--- config.mk ---
export PLATFORM = sky130hd
export DESIGN_NAME = hlt_line_timing
export DESIGN_NICKNAME = d
export VERILOG_FILES = /design/src/logic/hlt_pkg.sv /design/src/logic/hlt_line_timing.sv
export SDC_FILE = /design/constraint.sdc
export NUM_CORES = 1
export LEC_CHECK = 0
export BUFFER_PORTS_ARGS = -buffer_cell sky130_fd_sc_hd__buf_2
export CAP_MARGIN = 40
export CORE_ASPECT_RATIO = 1.2
export CORE_MARGIN = 1
export CORE_UTILIZATION = 41
export DETAILED_ROUTE_END_ITERATION = 6
export GPL_TIMING_DRIVEN = 0
export PLACE_DENSITY = 0.59
export SYNTH_ARGS = -nofsm -noshare
export SYNTH_HDL_FRONTEND = slang
export SYNTH_SLANG_ARGS = --single-unit
--- constraint.sdc ---
create_clock -name mclk -period 3.65 [get_ports mclk]
set_input_delay 0.73 -clock mclk [delete_from_list [all_inputs] [get_ports mclk]]
set_output_delay 0.73 -clock mclk [all_outputs]
set_load 0.03 [all_outputs]
--- src/logic/hlt_pkg.sv ---
// Package: register map, field layout and carrier types for line timing
package hlt_pkg;

	localparam int          ADDR_W     = 16;
	localparam logic [15:0] TIMING1_ADDR = 16'h8330;
	localparam logic [15:0] TIMING2_ADDR = 16'h8334;

	// Field positions shared by both timing registers
	localparam int HI_MSB  = 26;
	localparam int HI_LSB  = 19;
	localparam int HIR_MSB = 18;
	localparam int HIR_LSB = 16;
	localparam int LO_MSB  = 10;
	localparam int LO_LSB  = 3;
	localparam int LOR_MSB = 2;
	localparam int LOR_LSB = 0;

	// Pixels per character clock, as the last pixel index
	localparam logic [2:0] PIX_LAST = 3'h7;
	localparam logic [7:0] CHAR_ZERO = 8'h00;
	localparam logic [8:0] POS_STEP  = 9'h001;
	localparam logic [4:0] RSV_ZERO  = 5'h00;

	// One timing register: upper and lower count fields with low bits
	typedef struct packed {
		logic [7:0] hi;
		logic [2:0] hi_rsv;
		logic [7:0] lo;
		logic [2:0] lo_rsv;
	} hlt_reg_s;

	// Timing outputs that travel together toward the display paths
	typedef struct packed {
		logic       hblank;
		logic       active_de;
		logic       line_adv;
		logic [7:0] hcount;
	} hlt_timing_s;

endpackage : hlt_pkg

--- src/logic/hlt_line_timing.sv ---
// Horizontal line timing generator with its APB timing registers
// Notes on behaviour
// [RL1] The line length is taken from bits 26:19 of the first register as character clocks minus one.
// [RL2] Software must program the total larger than the active width.
// [RL3] When the total is written in pixels the low bits 18:16 play no part in timing.
// [RL4] Software keeps the total fixed for flat panel use in any mode.
// [RL5] The active width is bits 10:3 as character clocks minus one, and bits 2:0 play no part.
// [RL6] Software shifts blank and sync positions by the centering offset to centre a narrow image.
// [RL7] CRT and panel share one line total and one active width.
// [RL8] Blanking ends at the count in bits 26:19 of the second register plus one.
// [RL9] When the blank end is written in pixels the low bits 18:16 play no part.
// [RL10] Bits 18:16 and 2:0 of both registers are stored and read back but steer nothing.
// [RL11] Timing advances in character clocks of eight pixels.
// [RL12] Software must allow at least four character clocks of blanking per line.
// [RL13] Blanking begins at the count in bits 10:3 of the second register plus one.
// [RL14] The vertical counter is advanced by the line event even with only a panel attached.
// [RL15] The character counter returns to zero after reaching the total, ending the line.
//
// Our own choice: the APB slave port.
`timescale 1ns/100ps

module hlt_line_timing (
	// Clock, reset, enable
	input  wire logic                      mclk,
	input  wire logic                      sys_rst,
	input  wire logic                      ce,
	// APB slave
	input  wire logic                      psel,
	input  wire logic                      penable,
	input  wire logic                      pwrite,
	input  wire logic [hlt_pkg::ADDR_W-1:0] paddr,
	input  wire logic [31:0]               pwdata,
	output logic                           pready,
	output logic [31:0]                    prdata,
	output logic                           pslverr,
	// Timing outputs shared by CRT and panel paths
	output hlt_pkg::hlt_timing_s           timing
);

	hlt_pkg::hlt_reg_s line_total_active_timing;
	hlt_pkg::hlt_reg_s line_blank_timing;
	logic [2:0]        pix;
	logic [7:0]        next_hcount;
	logic              char_end;
	logic              line_end;
	logic              hit1;
	logic              hit2;
	logic              setup_ph;
	logic              access_ph;
	logic [8:0]        blank_on_at;
	logic [8:0]        blank_off_at;
	logic [8:0]        next_pos;

	assign hit1      = paddr == hlt_pkg::TIMING1_ADDR;
	assign hit2      = paddr == hlt_pkg::TIMING2_ADDR;
	assign setup_ph  = psel && !penable && !pready;
	assign access_ph = psel && penable && pready;

	// Answer in the first cycle of the access phase, right after setup; ce low stalls the bus too
	always_ff @(posedge mclk or posedge sys_rst) begin
		if (sys_rst) begin
			pready  <= 1'b0;
			pslverr <= 1'b0;
			prdata  <= 32'h00000000;
		end else if (ce) begin
			pready  <= setup_ph;
			if (setup_ph) begin
				pslverr <= !(hit1 || hit2);
				if (pwrite || !(hit1 || hit2))
					prdata <= 32'h00000000;
				else if (hit1)
					prdata <= {hlt_pkg::RSV_ZERO,
						line_total_active_timing[21:11],
						hlt_pkg::RSV_ZERO,
						line_total_active_timing[10:0]};
				else
					prdata <= {hlt_pkg::RSV_ZERO,
						line_blank_timing[21:11],
						hlt_pkg::RSV_ZERO,
						line_blank_timing[10:0]};
			end
		end
	end

	// Low bits are kept for read back only [RL10]
	always_ff @(posedge mclk or posedge sys_rst) begin
		if (sys_rst) begin
			line_total_active_timing <= '0;
			line_blank_timing        <= '0;
		end else if (ce && access_ph && pwrite) begin
			if (hit1) begin
				line_total_active_timing.hi     <=
					pwdata[hlt_pkg::HI_MSB:hlt_pkg::HI_LSB];   // [RL1]
				line_total_active_timing.hi_rsv <=
					pwdata[hlt_pkg::HIR_MSB:hlt_pkg::HIR_LSB]; // [RL10]
				line_total_active_timing.lo     <=
					pwdata[hlt_pkg::LO_MSB:hlt_pkg::LO_LSB];   // [RL5]
				line_total_active_timing.lo_rsv <=
					pwdata[hlt_pkg::LOR_MSB:hlt_pkg::LOR_LSB]; // [RL10]
			end
			if (hit2) begin
				line_blank_timing.hi     <=
					pwdata[hlt_pkg::HI_MSB:hlt_pkg::HI_LSB];   // [RL8]
				line_blank_timing.hi_rsv <=
					pwdata[hlt_pkg::HIR_MSB:hlt_pkg::HIR_LSB]; // [RL10]
				line_blank_timing.lo     <=
					pwdata[hlt_pkg::LO_MSB:hlt_pkg::LO_LSB];   // [RL13]
				line_blank_timing.lo_rsv <=
					pwdata[hlt_pkg::LOR_MSB:hlt_pkg::LOR_LSB]; // [RL10]
			end
		end
	end

	// Only the character fields reach the counters [RL3] [RL9]
	assign char_end     = pix == hlt_pkg::PIX_LAST;           // [RL11]
	assign line_end     = char_end &&
		timing.hcount == line_total_active_timing.hi;     // [RL1]
	assign next_hcount  = line_end ? hlt_pkg::CHAR_ZERO
		: 8'(timing.hcount + 8'h01);                      // [RL15]
	assign next_pos     = {1'b0, next_hcount};
	assign blank_on_at  = {1'b0, line_blank_timing.lo} + hlt_pkg::POS_STEP;
	assign blank_off_at = {1'b0, line_blank_timing.hi} + hlt_pkg::POS_STEP;

	always_ff @(posedge mclk or posedge sys_rst) begin
		if (sys_rst)
			pix <= 3'h0;
		else if (ce)
			pix <= 3'(pix + 3'h1);
	end

	// One counter and one active compare serve both displays [RL7]
	always_ff @(posedge mclk or posedge sys_rst) begin
		if (sys_rst) begin
			timing.hcount    <= hlt_pkg::CHAR_ZERO;
			timing.active_de <= 1'b0;
		end else if (ce && char_end) begin
			timing.hcount    <= next_hcount;
			timing.active_de <=
				next_hcount <= line_total_active_timing.lo;   // [RL5] [RL7]
		end
	end

	// Start wins when start and end coincide, so a bad setting stays blanked
	always_ff @(posedge mclk or posedge sys_rst) begin
		if (sys_rst)
			timing.hblank <= 1'b0;
		else if (ce && char_end) begin
			if (next_pos == blank_on_at)
				timing.hblank <= 1'b1;                         // [RL13]
			else if (next_pos == blank_off_at)
				timing.hblank <= 1'b0;                         // [RL8]
		end
	end

	// Line event drives the vertical counter for CRT and panel alike
	always_ff @(posedge mclk or posedge sys_rst) begin
		if (sys_rst)
			timing.line_adv <= 1'b0;
		else if (ce)
			timing.line_adv <= line_end;                       // [RL14]
	end
endmodule : hlt_line_timing

======== Yosys cells after proc, flatten, opt, wreduce, memory -nomap -nowiden ========
Cells that the tools add are included.
storage, ports and cells
  register bits after elaboration ......... 92
  output and inout bits ................... 45
  word-level logic and storage cells ...... 50
operators by class
  add/subtract/negate cells ............... 4
  order comparisons ....................... 1
  equal/unequal tests ..................... 6
  muxes and demuxes ....................... 5
  reductions and logical operators ........ 18
operators with widths
  operator                number
  $mux W27                2
  $eq A16 B16 Y1 const B  2
  $add A8 B1 Y9 const B   2
  $eq A8 B9 Y1            2
  $add A8 B1 Y8 const B   1
  $eq A8 B8 Y1            1
  $le A8 B8 Y1            1
  $logic_and A1 B1 Y1     8
  $mux W8                 1
  $reduce_and A2 Y1       4
  $add A3 B1 Y3 const B   1
  $eq A3 B3 Y1 const B    1
  $logic_not A1 Y1        3
  $logic_or A1 B1 Y1      2
  $mux W1                 2
  $reduce_bool A2 Y1      1

======== Longest topological paths before layout ========
  depth in word-level cells ............... 6
  mapped depth ............................ 14

======== Least setup slack after synthesis ========
Ideal clock, no wire load.
  path kind ............................... register -> register
  start ................................... register timing[6] in the netlist's numbering
  end ..................................... register timing[9] in the netlist's numbering
  setup time .............................. 0.082 ns
  data arrival time ....................... 3.018 ns
  required time ........................... 3.568 ns
  slack ................................... 0.550 ns
  stages on the path, launching flop included .. 13
  clock period less this slack ............ 3.100 ns
  cells stage by stage .................... dfrtp_1 > xor2_1 > nor4_2 > and4_4 > buf_6 > buf_4 > clkbuf_1 > nor2_1 > ha_1 > and3_1 > nand4_1 > or3_1 > a31oi_1
on the way
  cells in the longest elaborated chain, start to end .. 4
  elaborated cells on any way between the ends .. 5
ends and longest elaborated chain
  what                                                                   line                    source
  start: declaration                                                     hlt_line_timing.sv:37   output hlt_pkg::hlt_timing_s timing
  parallel branches: the longest is 2 deep, another holds $add A8 B1 Y8  n/a
  $mux W8 (*)                                                            hlt_line_timing.sv:118  assign next_hcount = line_end ? hlt_pkg::CHAR_ZERO
  named net next_hcount[7]                                               hlt_line_timing.sv:43   logic [7:0] next_hcount;
  $le A8 B8 Y1 (not written as such) (*)                                 hlt_line_timing.sv:139  next_hcount <= line_total_active_timing.lo;
Mark *: on every way through the listed nets, which the timed path passes.
A chain may end at the register's enable or synchronous reset.

======== Worst setup path after layout ========
Same ends and word-level chain as after synthesis.

==> impl_metrics.ini <==
[floorplanning]
placeableCoreArea_mm2 = 0.0106
io_pins = 99
std_cell_rows = 41
die_height_um = 117
initial_utilization_pct = 42.7
fp.dieArea_mm2 = 0.0115
die_width_um = 97.9

[power_and_ir_drop]
ir_drop_v = 0.000241
powerDensity_mw_per_mm2 = 483
leakage_nw = 2.70

[cells_and_area]
nets = 600
finish.cell_count_without_fillers = 670
area_growth_pct = 20.9
ant_cells = 0
drive_gt1_share_pct = 29.6

[worst_setup_path]
worstPathArrival_ns = 3.59
critical_path_required_ns = 3.91
cpPeakStageDelay_ns = 0.49
critical_path.slowest_cell = sky130_fd_sc_hd__dfrtp_1
critical_path.top_delay_family = simple AND/OR/NAND/NOR gates
worst-r2r-setup-slack_ns = 0.31
worst_setup_path_start_kind = flop
timing.critical_path.fanout_max = 10
worst_path_bufs_invs = 3
crit_path_end_kind = flop
worstPathCellList = xor2_1 > nor4_2 > and4_4 > buf_6 > buf_4 > clkbuf_2 > nor2_1 > ha_1 > and3_1 > nand4_1 > or3_1 > a31oi_1
critPathKind = reg2reg

[logic_synthesis]
synth_top_area_share_pct = 45.3
yosysWarnings = 0
synthArstFlopShare_pct = 100
synth_enable_flop_cells = 0
synth.area.top_cells = sky130_fd_sc_hd__dfrtp_1 (45%), sky130_fd_sc_hd__mux2_2 (9.0%), sky130_fd_sc_hd__mux2i_1 (4.9%)
synth-seq-cells = 82
synthDominantAreaCellType = sky130_fd_sc_hd__dfrtp_1
avgSynthCellArea_um2 = 10.3
synthFlopType = sky130_fd_sc_hd__dfrtp_1
synth_seq_area_share_pct = 45.3
netlist-cell-type-count = 50
synthesis.area_mm2 = 0.00453
synth_cells = 438

[detailed_routing]
wl_mm = 11.4
drtAntennaViolNets = 0
wire_per_inst_um = 17.0
drt_first_pass_iters = 6
via_per_inst = 5.42
detailedRoute.firstIterationViolations = 125
via_count = 3630
drc_errors = 2

[sta]
final_min_period_over_clock_period_pct = 91.4
finClkSkew_ns = 0.00472
max_slew_margin_pct = 45.9
finalMaxSlewViolations = 0
worst-slew-pin-transition_ns = 0.807
hold_viol = 0
rsz0062_at_grt = no
finalSetupViolations = 0
final.min_clock_period_ns = 3.34
max_freq_mhz = 300
setup_tns_ns = 0

[place]
detailed_place_hpwl_mm = 8.61
place.gp.congestion = 0.886
dp_cells = 654
port_buffers = 77

[job]
cap_viol_max_count = 0

[clock_network]
htree_num_levels = 3
cts_hold_buf = 0
clock_latency_ns = 0.33
clkSinkCount = 82
clk_pin_slew_ns = 0.07
clk_root_buffer_cell = sky130_fd_sc_hd__clkbuf_16
clock_tree_from_tritoncts = done
clock_path_buffers = 2
cts_buf_count = 9

[min_path]
hold_class = in2async

[global_route]
grt_max_degree = 51
grt-ovfl-total = 0
initial_antenna_violation_count = 0
global_route.usage.total_pct = 21.0
first_global_vias = 3602
grt_pass1_wl_mm = 18.4

[status]
outcome = complete, but fails checks
violations = design-rule violations
[logic make-up after synthesis]
group | share of synthesized area [%]
adder cells (fa/ha/maj) | 2.76
flip-flops | 45.3
other | 0.0828
AO/OA/AOI/OAI | 11.4
XOR/XNOR | 6.38
buffers and inverters | 4.94
AND/OR/NAND/NOR | 13.6
multiplexers | 15.6
[area by class of cell]
class                   instances  area [µm²]
well taps                     129         161
flip-flops and latches         82        2050
clock inverters                 6        96.3
multi-input cells             322        2290
inverters                      14        55.1
plain buffers                  29         173
clock buffers                  10         239
repair buffers                 78         413
fillers                       982        5140
[cells in the mapped netlist (all sizes together), types with 8 or more instances]
cell type and count:
nor3 8, xnor2 12, o21ai 40, nand2 47, ha 10, and3 8
nor2 14, nand3 19, mux2 43, buf 22, mux2i 22, dfrtp 82
o31ai 8, xor2 21, inv 14
[registers in the layout, summed over array words and instances, names as in the netlist]
name / flops
timing: 11
pix: 3
pslverr: 1
prdata: 22
line_total_active_timing: 22
pready: 1
line_blank_timing: 22
[worst register-to-register path, delay by kind of cell, from the launching register on]
kind,cells,cell delay [ns]
adders and majority gates,1,0.33
buffers and inverters,3,0.62
and+or+nand+nor,6,1.47
xor gates and xnor gates,1,0.20
DFF,1,0.49
AOI/OAI and AO/OA,1,0.16
[metrics by stage]
step | total power [mW] | worst slack, ns | hold slack, ns | instance area, µm² | utilization (%)
after floorplan | 1.47 | 0.550 | 0.448 | 4560 | -
after global placement | 1.63 | -0.170 | 0.457 | 5110 | 48.1
after detailed placement | 1.65 | 0.126 | 0.468 | 5140 | 48.4
after CTS | 2.67 | 0.101 | 0.427 | 5480 | 51.6
after global routing | 2.78 | 0.143 | 0.450 | 5480 | 51.6
final | 2.64 | 0.314 | 0.412 | 5480 | 51.6
[layer usage]
layer	part of all wire, %	wire, µm	GRT usage, %
met1	44	4980	26.7
met2	51	5770	36.4
met3	4.3	491	2.67
met4	1.4	163	8.79
met5	0	0	0
[cell usage in the layout (no fill, tap or decap), types with 7 or more instances in the layout]
cell,count
sky130_fd_sc_hd__buf_2,85
sky130_fd_sc_hd__dfrtp_1,82
sky130_fd_sc_hd__nand2_1,47
sky130_fd_sc_hd__o21ai_0,38
sky130_fd_sc_hd__mux2_2,36
sky130_fd_sc_hd__mux2i_1,22
sky130_fd_sc_hd__xor2_1,21
sky130_fd_sc_hd__nand3_1,19
sky130_fd_sc_hd__nor2_1,14
sky130_fd_sc_hd__inv_1,13
sky130_fd_sc_hd__xnor2_1,12
sky130_fd_sc_hd__buf_4,12
sky130_fd_sc_hd__ha_1,10
sky130_fd_sc_hd__conb_1,10
sky130_fd_sc_hd__clkbuf_16,9
sky130_fd_sc_hd__and3_1,8
sky130_fd_sc_hd__o31ai_1,8
sky130_fd_sc_hd__or3_1,7
sky130_fd_sc_hd__mux2_1,7
sky130_fd_sc_hd__a21oi_1,7
[path summary, 6_finish.rpt]
| path | startpoint | depth (start not counted) | to |
|---|---|---|---|
| worst min-delay path | sys_rst | 2 | prdata[16] |
| min in group mclk | prdata[19] | 2 | prdata[19] |
| worst max-delay path | timing[6] | 12 | timing[9] |
| worst max register to register | timing[6] | 12 | timing[9] |
| max in group asynchronous | sys_rst | 3 | timing[1] |
| worst min register to register | prdata[19] | 2 | prdata[19] |
[report_power, final]
part           switching [mW]  internal, mW
Sequential             0.0392         0.956
Combinational           0.391         0.245
Clock                   0.385         0.628
[timing repair]
item,CTS,global route
endpoints found under the setup margin,0,1
buffers inserted,0,0
gates resized for setup,0,2
endpoints found under the hold margin,0,0
No activity file was read; power rests on OpenSTA's default activity.
